`src/shared/incdec_pkg.sv`:
```
// Shared constants, opcode codes and state type of the increment, skip, jump and OR executor.
package incdec_pkg;

    localparam int unsigned REF_CLK_HZ        = 25_000_000;
    localparam int unsigned CLKS_PER_INSTR    = 4;

    localparam int unsigned DATA_W            = 8;
    localparam int unsigned FADDR_W           = 7;
    localparam int unsigned JUMP_W            = 11;
    localparam int unsigned PC_W              = 15;
    localparam int unsigned LATCH_W           = 7;
    localparam int unsigned LATCH_LO          = 3;
    localparam int unsigned LATCH_HI          = 6;
    localparam int unsigned OP_W              = 3;

    localparam logic [OP_W-1:0] OP_NONE       = 3'h0;
    localparam logic [OP_W-1:0] OP_DEC_SKIP   = 3'h1;
    localparam logic [OP_W-1:0] OP_INC_SKIP   = 3'h2;
    localparam logic [OP_W-1:0] OP_INC_FILE   = 3'h3;
    localparam logic [OP_W-1:0] OP_JUMP       = 3'h4;
    localparam logic [OP_W-1:0] OP_OR_LIT     = 3'h5;
    localparam logic [OP_W-1:0] OP_OR_FILE    = 3'h6;

    localparam logic            DEST_ACC      = 1'b0;
    localparam logic            DEST_FILE     = 1'b1;

    localparam logic [DATA_W-1:0] ACC_RESET   = 8'h00;
    localparam logic [DATA_W-1:0] DATA_ONE    = 8'h01;
    localparam logic [DATA_W-1:0] DATA_ZERO   = 8'h00;
    localparam logic [FADDR_W-1:0] FADDR_RESET = 7'h00;
    localparam logic [PC_W-1:0]   PC_RESET    = 15'h0000;
    localparam logic [PC_W-1:0]   PC_STEP     = 15'h0001;
    localparam logic              ZERO_RESET  = 1'b0;

    typedef enum logic [1:0] {
        ST_EXEC,
        ST_SKIP_NOP,
        ST_JUMP_NOP
    } incdec_state_t;

endpackage : incdec_pkg

```
`src/incdec_alu.sv`:
```
// Combinational result unit for the increment, decrement and OR operations.
`timescale 1ns/1ns
module incdec_alu
    import incdec_pkg::*;
(
    input  wire logic [OP_W-1:0]   op_i,
    input  wire logic [DATA_W-1:0] acc_i,
    input  wire logic [DATA_W-1:0] file_i,
    input  wire logic [DATA_W-1:0] literal_i,
    output logic      [DATA_W-1:0] result_o,
    output logic                   result_zero_o
);

    always_comb begin
        result_o = file_i;
        unique case (op_i)
            OP_DEC_SKIP: begin
                result_o = file_i - DATA_ONE;
            end
            OP_INC_SKIP, OP_INC_FILE: begin
                result_o = file_i + DATA_ONE;
            end
            OP_OR_LIT: begin
                result_o = acc_i | literal_i;
            end
            OP_OR_FILE: begin
                result_o = acc_i | file_i;
            end
            default: begin
                result_o = file_i;
            end
        endcase
        result_zero_o = (result_o == DATA_ZERO);
    end

endmodule : incdec_alu

```
`src/incdec_exec.sv`:
```
// Executor for increment, skip-if-null, unconditional jump and OR instructions.
`timescale 1ns/1ns
module incdec_exec
    import incdec_pkg::*;
#(
    parameter int unsigned CLKS_PER_SLOT = CLKS_PER_INSTR
)(
    input  wire logic               REF_CLK_I,
    input  wire logic               RST_N_I,
    input  wire logic               EXEC_VALID_I,
    input  wire logic [OP_W-1:0]    OPCODE_I,
    input  wire logic [FADDR_W-1:0] FILE_ADDR_I,
    input  wire logic               DEST_SEL_I,
    input  wire logic [JUMP_W-1:0]  LITERAL_I,
    input  wire logic [DATA_W-1:0]  FILE_RDATA_I,
    input  wire logic [LATCH_W-1:0] PC_HIGH_LATCH_I,
    output logic                    INSTR_TICK_O,
    output logic                    INSTR_ACCEPT_O,
    output logic                    NOP_SLOT_O,
    output logic [DATA_W-1:0]       ACC_O,
    output logic                    ZERO_FLAG_O,
    output logic [PC_W-1:0]         PC_O,
    output logic                    FILE_WE_O,
    output logic [FADDR_W-1:0]      FILE_WADDR_O,
    output logic [DATA_W-1:0]       FILE_WDATA_O
);

    localparam int unsigned CNT_W     = $clog2(CLKS_PER_SLOT);
    localparam int          SLOT_WAIT = CLKS_PER_SLOT;
    localparam logic [CNT_W-1:0] CNT_LAST  = CNT_W'(CLKS_PER_SLOT - 1);
    localparam logic [CNT_W-1:0] CNT_RESET = '0;
    localparam logic [CNT_W-1:0] CNT_STEP  = CNT_W'(1);

    if (CLKS_PER_SLOT < 2 || CLKS_PER_SLOT > 64) begin : g_slot_check
        $error("CLKS_PER_SLOT must lie between 2 and 64");
    end

    typedef struct packed {
        logic [CNT_W-1:0]   div_cnt;
        incdec_state_t      state;
        logic [DATA_W-1:0]  acc;
        logic               zero;
        logic [PC_W-1:0]    pc;
        logic               file_we;
        logic [FADDR_W-1:0] file_waddr;
        logic [DATA_W-1:0]  file_wdata;
    } incdec_regs_t;

    incdec_regs_t            s_q;
    incdec_regs_t            s_d;
    logic                    instr_tick;
    logic                    accept;
    logic [DATA_W-1:0]       alu_res;
    logic                    alu_zero;
    logic [PC_W-1:0]         jump_target;
    logic                    skip_op;

    incdec_alu u_alu (
        .op_i          (OPCODE_I),
        .acc_i         (s_q.acc),
        .file_i        (FILE_RDATA_I),
        .literal_i     (LITERAL_I[DATA_W-1:0]),
        .result_o      (alu_res),
        .result_zero_o (alu_zero)
    );

    assign instr_tick  = (s_q.div_cnt == CNT_LAST);
    assign accept      = instr_tick && (s_q.state == ST_EXEC);
    assign skip_op     = (OPCODE_I == OP_DEC_SKIP) || (OPCODE_I == OP_INC_SKIP);
    assign jump_target = {PC_HIGH_LATCH_I[LATCH_HI:LATCH_LO], LITERAL_I};

    always_comb begin
        s_d         = s_q;
        s_d.file_we = 1'b0;
        s_d.div_cnt = instr_tick ? CNT_RESET : s_q.div_cnt + CNT_STEP;
        if (instr_tick) begin
            unique case (s_q.state)
                ST_EXEC: begin
                    if (EXEC_VALID_I) begin
                        s_d.pc = s_q.pc + PC_STEP;
                        unique case (OPCODE_I)
                            OP_DEC_SKIP, OP_INC_SKIP: begin
                                if (DEST_SEL_I == DEST_ACC) begin
                                    s_d.acc = alu_res;
                                end else begin
                                    s_d.file_we    = 1'b1;
                                    s_d.file_waddr = FILE_ADDR_I;
                                    s_d.file_wdata = alu_res;
                                end
                                if (alu_zero) begin
                                    s_d.state = ST_SKIP_NOP;
                                end else begin
                                    s_d.state = ST_EXEC;
                                end
                            end
                            OP_INC_FILE, OP_OR_FILE: begin
                                if (DEST_SEL_I == DEST_ACC) begin
                                    s_d.acc = alu_res;
                                end else begin
                                    s_d.file_we    = 1'b1;
                                    s_d.file_waddr = FILE_ADDR_I;
                                    s_d.file_wdata = alu_res;
                                end
                                s_d.zero = alu_zero;
                            end
                            OP_OR_LIT: begin
                                s_d.acc  = alu_res;
                                s_d.zero = alu_zero;
                            end
                            OP_JUMP: begin
                                s_d.pc    = jump_target;
                                s_d.state = ST_JUMP_NOP;
                            end
                            default: begin
                                s_d.state = ST_EXEC;
                            end
                        endcase
                    end
                end
                ST_SKIP_NOP: begin
                    s_d.pc    = s_q.pc + PC_STEP;
                    s_d.state = ST_EXEC;
                end
                ST_JUMP_NOP: begin
                    s_d.state = ST_EXEC;
                end
            endcase
        end
    end

    always_ff @(posedge REF_CLK_I or negedge RST_N_I) begin
        if (!RST_N_I) begin
            s_q.div_cnt    <= CNT_RESET;
            s_q.state      <= ST_EXEC;
            s_q.acc        <= ACC_RESET;
            s_q.zero       <= ZERO_RESET;
            s_q.pc         <= PC_RESET;
            s_q.file_we    <= 1'b0;
            s_q.file_waddr <= FADDR_RESET;
            s_q.file_wdata <= DATA_ZERO;
        end else begin
            s_q <= s_d;
        end
    end

    assign INSTR_TICK_O   = instr_tick;
    assign INSTR_ACCEPT_O = accept;
    assign NOP_SLOT_O     = instr_tick && (s_q.state != ST_EXEC);
    assign ACC_O          = s_q.acc;
    assign ZERO_FLAG_O    = s_q.zero;
    assign PC_O           = s_q.pc;
    assign FILE_WE_O      = s_q.file_we;
    assign FILE_WADDR_O   = s_q.file_waddr;
    assign FILE_WDATA_O   = s_q.file_wdata;

    chk_dec_to_acc: assert property (
        @(posedge REF_CLK_I) disable iff (!RST_N_I)
        accept && EXEC_VALID_I && OPCODE_I == OP_DEC_SKIP && DEST_SEL_I == DEST_ACC
        |=> ACC_O == $past(FILE_RDATA_I) - DATA_ONE && !FILE_WE_O
    ) else $error("Decrement result did not reach the accumulator.");

    chk_dec_to_file: assert property (
        @(posedge REF_CLK_I) disable iff (!RST_N_I)
        accept && EXEC_VALID_I && OPCODE_I == OP_DEC_SKIP && DEST_SEL_I == DEST_FILE
        |=> FILE_WE_O && FILE_WADDR_O == $past(FILE_ADDR_I)
            && FILE_WDATA_O == $past(FILE_RDATA_I) - DATA_ONE && $stable(ACC_O)
    ) else $error("Decrement result did not reach the file register.");

    chk_skip_null_nop: assert property (
        @(posedge REF_CLK_I) disable iff (!RST_N_I)
        accept && EXEC_VALID_I && skip_op && alu_zero
        |-> ##SLOT_WAIT NOP_SLOT_O && !INSTR_ACCEPT_O
    ) else $error("Zero skip result did not insert a no-operation slot.");

    chk_skip_nonzero: assert property (
        @(posedge REF_CLK_I) disable iff (!RST_N_I)
        accept && EXEC_VALID_I && skip_op && !alu_zero
        |-> ##SLOT_WAIT INSTR_ACCEPT_O && !NOP_SLOT_O
    ) else $error("Nonzero skip result suppressed the next instruction.");

    chk_inc_skip_route: assert property (
        @(posedge REF_CLK_I) disable iff (!RST_N_I)
        accept && EXEC_VALID_I && OPCODE_I == OP_INC_SKIP
        |=> (FILE_WE_O ? FILE_WDATA_O : ACC_O) == $past(FILE_RDATA_I) + DATA_ONE
            && FILE_WE_O == $past(DEST_SEL_I) && $stable(ZERO_FLAG_O)
    ) else $error("Increment-skip result or routing is wrong.");

    chk_inc_zero_flag: assert property (
        @(posedge REF_CLK_I) disable iff (!RST_N_I)
        accept && EXEC_VALID_I && OPCODE_I == OP_INC_FILE
        |=> ZERO_FLAG_O == ($past(FILE_RDATA_I) == 8'hff)
            && FILE_WE_O == $past(DEST_SEL_I)
    ) else $error("Increment did not update the zero flag correctly.");

    chk_jump_target: assert property (
        @(posedge REF_CLK_I) disable iff (!RST_N_I)
        accept && EXEC_VALID_I && OPCODE_I == OP_JUMP
        |=> PC_O[JUMP_W-1:0] == $past(LITERAL_I)
            && PC_O[PC_W-1:JUMP_W] == $past(PC_HIGH_LATCH_I[LATCH_HI:LATCH_LO])
    ) else $error("Jump target was not built from immediate and latch.");

    chk_jump_two_slots: assert property (
        @(posedge REF_CLK_I) disable iff (!RST_N_I)
        accept && EXEC_VALID_I && OPCODE_I == OP_JUMP
        |=> $stable(ZERO_FLAG_O) && $stable(ACC_O) ##(SLOT_WAIT - 1) NOP_SLOT_O
            ##1 $stable(PC_O)
    ) else $error("Jump did not take two slots or touched a flag.");

    chk_or_literal: assert property (
        @(posedge REF_CLK_I) disable iff (!RST_N_I)
        accept && EXEC_VALID_I && OPCODE_I == OP_OR_LIT
        |=> ACC_O == ($past(ACC_O) | $past(LITERAL_I[DATA_W-1:0]))
            && ZERO_FLAG_O == (ACC_O == DATA_ZERO) && !FILE_WE_O
    ) else $error("OR-literal result or zero flag is wrong.");

    chk_or_file_route: assert property (
        @(posedge REF_CLK_I) disable iff (!RST_N_I)
        accept && EXEC_VALID_I && OPCODE_I == OP_OR_FILE && DEST_SEL_I == DEST_FILE
        |=> FILE_WE_O && FILE_WDATA_O == ($past(ACC_O) | $past(FILE_RDATA_I))
            && ZERO_FLAG_O == (FILE_WDATA_O == DATA_ZERO) && $stable(ACC_O)
    ) else $error("OR-with-file result did not reach the file register.");

    chk_or_file_acc: assert property (
        @(posedge REF_CLK_I) disable iff (!RST_N_I)
        accept && EXEC_VALID_I && OPCODE_I == OP_OR_FILE && DEST_SEL_I == DEST_ACC
        |=> !FILE_WE_O && ACC_O == ($past(ACC_O) | $past(FILE_RDATA_I))
            && ZERO_FLAG_O == (ACC_O == DATA_ZERO)
    ) else $error("OR-with-file result did not reach the accumulator.");

    chk_write_pulse: assert property (
        @(posedge REF_CLK_I) disable iff (!RST_N_I)
        FILE_WE_O |=> !FILE_WE_O
    ) else $error("File write strobe lasted more than one cycle.");

    chk_tick_period: assert property (
        @(posedge REF_CLK_I) disable iff (!RST_N_I)
        INSTR_TICK_O |=> !INSTR_TICK_O ##(SLOT_WAIT - 1) INSTR_TICK_O
    ) else $error("Instruction slots are not evenly spaced.");

    chk_skip_slot_step: assert property (
        @(posedge REF_CLK_I) disable iff (!RST_N_I)
        NOP_SLOT_O && s_q.state == ST_SKIP_NOP
        |=> PC_O == $past(PC_O) + PC_STEP && $stable(ACC_O) && $stable(ZERO_FLAG_O)
            && !FILE_WE_O
    ) else $error("Skipped slot did not advance the program counter alone.");

    chk_jump_slot_hold: assert property (
        @(posedge REF_CLK_I) disable iff (!RST_N_I)
        NOP_SLOT_O && s_q.state == ST_JUMP_NOP
        |=> $stable(PC_O) && $stable(ACC_O) && $stable(ZERO_FLAG_O) && !FILE_WE_O
    ) else $error("Jump slot changed state it should leave alone.");

    chk_jump_no_write: assert property (
        @(posedge REF_CLK_I) disable iff (!RST_N_I)
        accept && EXEC_VALID_I && OPCODE_I == OP_JUMP
        |=> !FILE_WE_O
    ) else $error("Jump wrote a file register.");

    chk_dec_keeps_zero: assert property (
        @(posedge REF_CLK_I) disable iff (!RST_N_I)
        accept && EXEC_VALID_I && OPCODE_I == OP_DEC_SKIP
        |=> $stable(ZERO_FLAG_O)
    ) else $error("Decrement-skip changed the zero flag.");

    chk_inc_to_file: assert property (
        @(posedge REF_CLK_I) disable iff (!RST_N_I)
        accept && EXEC_VALID_I && OPCODE_I == OP_INC_FILE && DEST_SEL_I == DEST_FILE
        |=> FILE_WE_O && FILE_WADDR_O == $past(FILE_ADDR_I)
            && FILE_WDATA_O == $past(FILE_RDATA_I) + DATA_ONE && $stable(ACC_O)
    ) else $error("Increment result did not reach the file register.");

    chk_inc_to_acc: assert property (
        @(posedge REF_CLK_I) disable iff (!RST_N_I)
        accept && EXEC_VALID_I && OPCODE_I == OP_INC_FILE && DEST_SEL_I == DEST_ACC
        |=> !FILE_WE_O && ACC_O == $past(FILE_RDATA_I) + DATA_ONE
    ) else $error("Increment result did not reach the accumulator.");

    chk_zero_held: assert property (
        @(posedge REF_CLK_I) disable iff (!RST_N_I)
        !(accept && EXEC_VALID_I
          && (OPCODE_I == OP_INC_FILE || OPCODE_I == OP_OR_LIT || OPCODE_I == OP_OR_FILE))
        |=> $stable(ZERO_FLAG_O)
    ) else $error("Zero flag changed without a flag-updating instruction.");

    chk_pc_next: assert property (
        @(posedge REF_CLK_I) disable iff (!RST_N_I)
        accept && EXEC_VALID_I && OPCODE_I != OP_JUMP
        |=> PC_O == $past(PC_O) + PC_STEP
    ) else $error("Program counter did not step to the next instruction.");

endmodule : incdec_exec

```
`config.mk`:
```
export PLATFORM = sky130hd
export DESIGN_NAME = incdec_exec
export DESIGN_NICKNAME = d
export VERILOG_FILES = /design/src/shared/incdec_pkg.sv /design/src/incdec_alu.sv /design/src/incdec_exec.sv
export SDC_FILE = /design/constraint.sdc
export NUM_CORES = 1
export LEC_CHECK = 0
export CORE_ASPECT_RATIO = 0.7
export CORE_MARGIN = 8
export CORE_UTILIZATION = 59
export DETAILED_ROUTE_END_ITERATION = 6
export DONT_BUFFER_PORTS = 1
export PLACE_DENSITY_LB_ADDON = 0.1
export RECOVER_POWER = 50
export SETUP_SLACK_MARGIN = 0.4
export SLEW_MARGIN = 20
export SYNTH_ARGS = -nofsm -noshare
export SYNTH_HDL_FRONTEND = slang
export SYNTH_HIERARCHICAL = 1
export SYNTH_SLANG_ARGS = --single-unit
```
`constraint.sdc`:
```
create_clock -name REF_CLK_I -period 4 [get_ports REF_CLK_I]
set_input_delay 0.4 -clock REF_CLK_I [delete_from_list [all_inputs] [get_ports REF_CLK_I]]
set_output_delay 0.4 -clock REF_CLK_I [all_outputs]
set_load 0.05 [all_outputs]
```
==> metrics.json <==
{
  "run_status": "finished, violations left",
  "violations": "max-capacitance violations, max-slew violations",
  "grt_first_pass_wirelength_um": 12800,
  "p_sw_share_pct": 46.4,
  "cts_resized": 0,
  "synth_nets": 422,
  "dp_hpwl_um": 5770,
  "ys_top_cells_by_area": "dfrtp_1, buf_4, mux2_2, a21oi_1, mux2_1",
  "wirelength_um": 8040,
  "rsz0062_at_grt": "false",
  "start_util_pct": 59.9,
  "final_clock_skew_ps": 6.25,
  "insertion_delay_ps": 300,
  "grt_start_max_net_pins": 45,
  "setup-tns-final_ps": 0,
  "crit_path_max_incr_delay_ps": 520,
  "num-nets-final": 370,
  "critPathRequiredTime_ps": 4240,
  "synth_area_per_cell_um2": 9.01,
  "crit_slowest_cell": "or4b_1",
  "std_cell_rows": 23,
  "weighted_congestion_at_the_end_of_routability_driven_global_placement": 0.855,
  "cts-root-buf": "clkbuf_8",
  "yosysTopAreaCell": "dfrtp_1",
  "cp.buffers_inverters": 0,
  "report.final.setup_viol": 0,
  "num-fill-cells": 529,
  "synth.lib_cells_used.distinct": 71,
  "antenna_found_initial": 0,
  "syn-cell-area_mm2": 0.00338,
  "vias_in_the_first_global_route": 2424,
  "cts_buffer_depth": 2,
  "area_delta_synth_final_pct": -5.48,
  "worst_slew_pin_slew_ps": 2320,
  "synth-warning-count": 6,
  "path_max_fanout": 40,
  "synth_enable_flop_cells": 0,
  "cts_inserted_buffers": 5,
  "share_of_the_synthesized_area_in_the_top_cell_type_pct": 32.6,
  "die_area_mm2": 0.00844,
  "maxSlewHeadroom_pct": -54.9,
  "setup_crit_path_kind": "primary input to register",
  "fp.dieW_um": 106,
  "remaining_drc_errors": 0,
  "comb_power_share_pct": 16.2,
  "vias": 2614,
  "setup.worst_path.start_class": "primary input",
  "switching_power_w": 0.000756,
  "num_antenna_cells": 0,
  "drive_gt1_share_pct": 13.6,
  "final_common_cell": "dfrtp_1",
  "placement.io_buffers": 0,
  "cts_htree_levels": 2,
  "synth.yosys.seq_area_share_pct": 32.6,
  "gr-total-overflow": 0,
  "whs_ps": 191,
  "critical_path_arrival_ps": 3570,
  "cellInternalPower_w": 0.000872,
  "crit_chain": "nor2b_1 > xnor2_1 > ha_1 > or4b_1 > nand4b_1 > o211ai_1 > nor3_1 > or4bb_1 > nor4b_2 > or4bb_1 > a21oi_1 > mux2_2",
  "vias_per_cell": 6.55,
  "cp-end-kind": "register",
  "netlist_instances": 375,
  "fin_crit_sh_pct": 83.3,
  "detailedRoute.firstPassIterationCount": 4,
  "sequentialPowerShare_pct": 61.9,
  "maxCapViolCount": 1,
  "final_max_slew_viol_count": 45,
  "crit_path_frequent_cell": "or4bb_1",
  "gr-usage-all-layers_pct": 18.9,
  "postSynth.asyncResetShare_pct": 100,
  "worst-r2r-setup-slack_ps": 710,
  "final_hold_viol_count": 0,
  "synthFlopType": "dfrtp_1",
  "clk_pin_slew_worst_paths_ps": 80,
  "avgRoutedWirePerCell_um": 20.2,
  "synth_seq_cells": 44,
  "core_area_mm2": 0.00564,
  "post-route-min-period_ps": 3330,
  "max_clock_freq_ghz": 0.300,
  "power_frac_clock_pct": 21.9,
  "initialDrtViolationCount": 179,
  "tritoncts_num_sinks": 44,
  "cellLeakagePower_nw": 1.28,
  "hold_path_class": "primary input to register",
  "io-pin-count": 83,
  "powerDensity_mw_per_mm2": 510,
  "postRouteAntennaNets": 0,
  "peakVddDrop_v": 0.000330,
  "die_h_um": 79.3,
  "most-common-layout-cells": "dfrtp_1, a21oi_1, nand2_1",
  "tritoncts_clock_tree": "yes",
  "timing.critical_path.max_delay_family": "simple AND/OR/NAND/NOR gates"
}
## worst register-to-register path: stages (launching register included)
cell and delay, ps:
dfrtp_1 600, o21ai_0 260, nand2b_1 80, a32oi_1 190
o311ai_0 350, or4bb_1 620, nor4b_2 350, or4bb_1 510
a21oi_1 120, mux2_2 160
## power groups by stage
stage | clock network (W) | logic, W | registers, W
3_3_place_gp | 0 | 0.000246 | 0.00102
4_1_cts | 0.000366 | 0.000267 | 0.00101
6_report | 0.000356 | 0.000264 | 0.00101
2_1_floorplan | 0 | 0.000722 | 0.000629
5_1_grt | 0.000386 | 0.000299 | 0.00103
3_5_place_dp | 0 | 0.000250 | 0.00102
## layer usage
layer | global-route usage [%] | share of wire (%) | up-vias
li1 | - | - | 1234
met1 | 26.7 | 47 | 1244
met3 | 7.19 | 11 | 10
met5 | 0 | 0 | -
met4 | 6.01 | 1.7 | 0
met2 | 25.8 | 41 | 126
## final cells by class
| class | instances | area (µm²) | area share (%) |
|---|---|---|---|
| clock inverter | 2 | 38.8 | 1.21 |
| multi-input combinational | 259 | 1810 | 56.8 |
| clock buffer | 6 | 82.6 | 2.59 |
| tap | 75 | 93.8 | 2.94 |
| sequential | 44 | 1100 | 34.5 |
| inverter | 9 | 33.8 | 1.06 |
| timing repair buffer | 4 | 28.8 | 0.901 |
## logic make-up after synthesis
logic type      Yosys count  synth area share, %
compound gates          100                 20.6
buf+inv                  72                 13.7
xor+xnor                  2                0.519
mux                      28                 9.22
flops                    44                 32.6
fa+ha+maj                 7                 2.59
simple gates            122                 20.8
## path summary, 6_finish.rpt
kind	from	end	cells past startpoint
setup / recovery	OPCODE_I[1]	s_q[40]	12
hold / removal	OPCODE_I[2]	ZERO_FLAG_O	1
setup reg to reg	ACC_O[4]	s_q[40]	9
hold reg to reg	s_q[42]	s_q[42]	1
max in group asynchronous	RST_N_I	PC_O[0]	2
min in group asynchronous	RST_N_I	ACC_O[2]	2
## state kept, by name, summed over array words and instances (netlist names)
signal	cells
PC_O	15
ZERO_FLAG_O	1
FILE_WADDR_O	7
FILE_WDATA_O	8
FILE_WE_O	1
ACC_O	8
s_q	4
## per-stage QoR
step / total power [W] / setup slack (ps) / utilization (%) / cell area (µm²) / std cells
finish: 0.00163 / 669 / 56.6 / 3190 / 399
global route: 0.00172 / 499 / 56.6 / 3190 / 399
CTS: 0.00165 / 727 / 57.0 / 3220 / 399
global placement: 0.00127 / 516 / 54.2 / 3060 / 389
floorplan: 0.00135 / 691 / - / 3380 / 375
detailed placement: 0.00127 / 439 / 54.2 / 3060 / 389
## timing repair
item / in CTS / in global routing
endpoints found under the hold margin: 44 / 0
buffers inserted: 0 / 0
hold buffers: 2 / 0
## cells in the mapped netlist (3+ instances only)
cell	instances
a211o_1	3
a21oi_1	25
a22oi_1	4
a2bb2oi_1	5
a31oi_1	3
and3_1	6
buf_2	13
buf_4	39
buf_6	4
clkbuf_1	7
dfrtp_1	44
ha_1	7
inv_1	8
mux2_1	9
mux2_2	16
mux2i_1	3
nand2_1	24
nand2b_1	10
nand3_1	13
nand4_1	5
nand4b_1	5
nor2_1	18
nor2_2	3
nor2b_1	9
nor3_1	9
o21a_1	3
o21ai_0	17
o21ai_1	5
o22ai_1	5
Note: power is estimated with default switching activity, not from simulation.
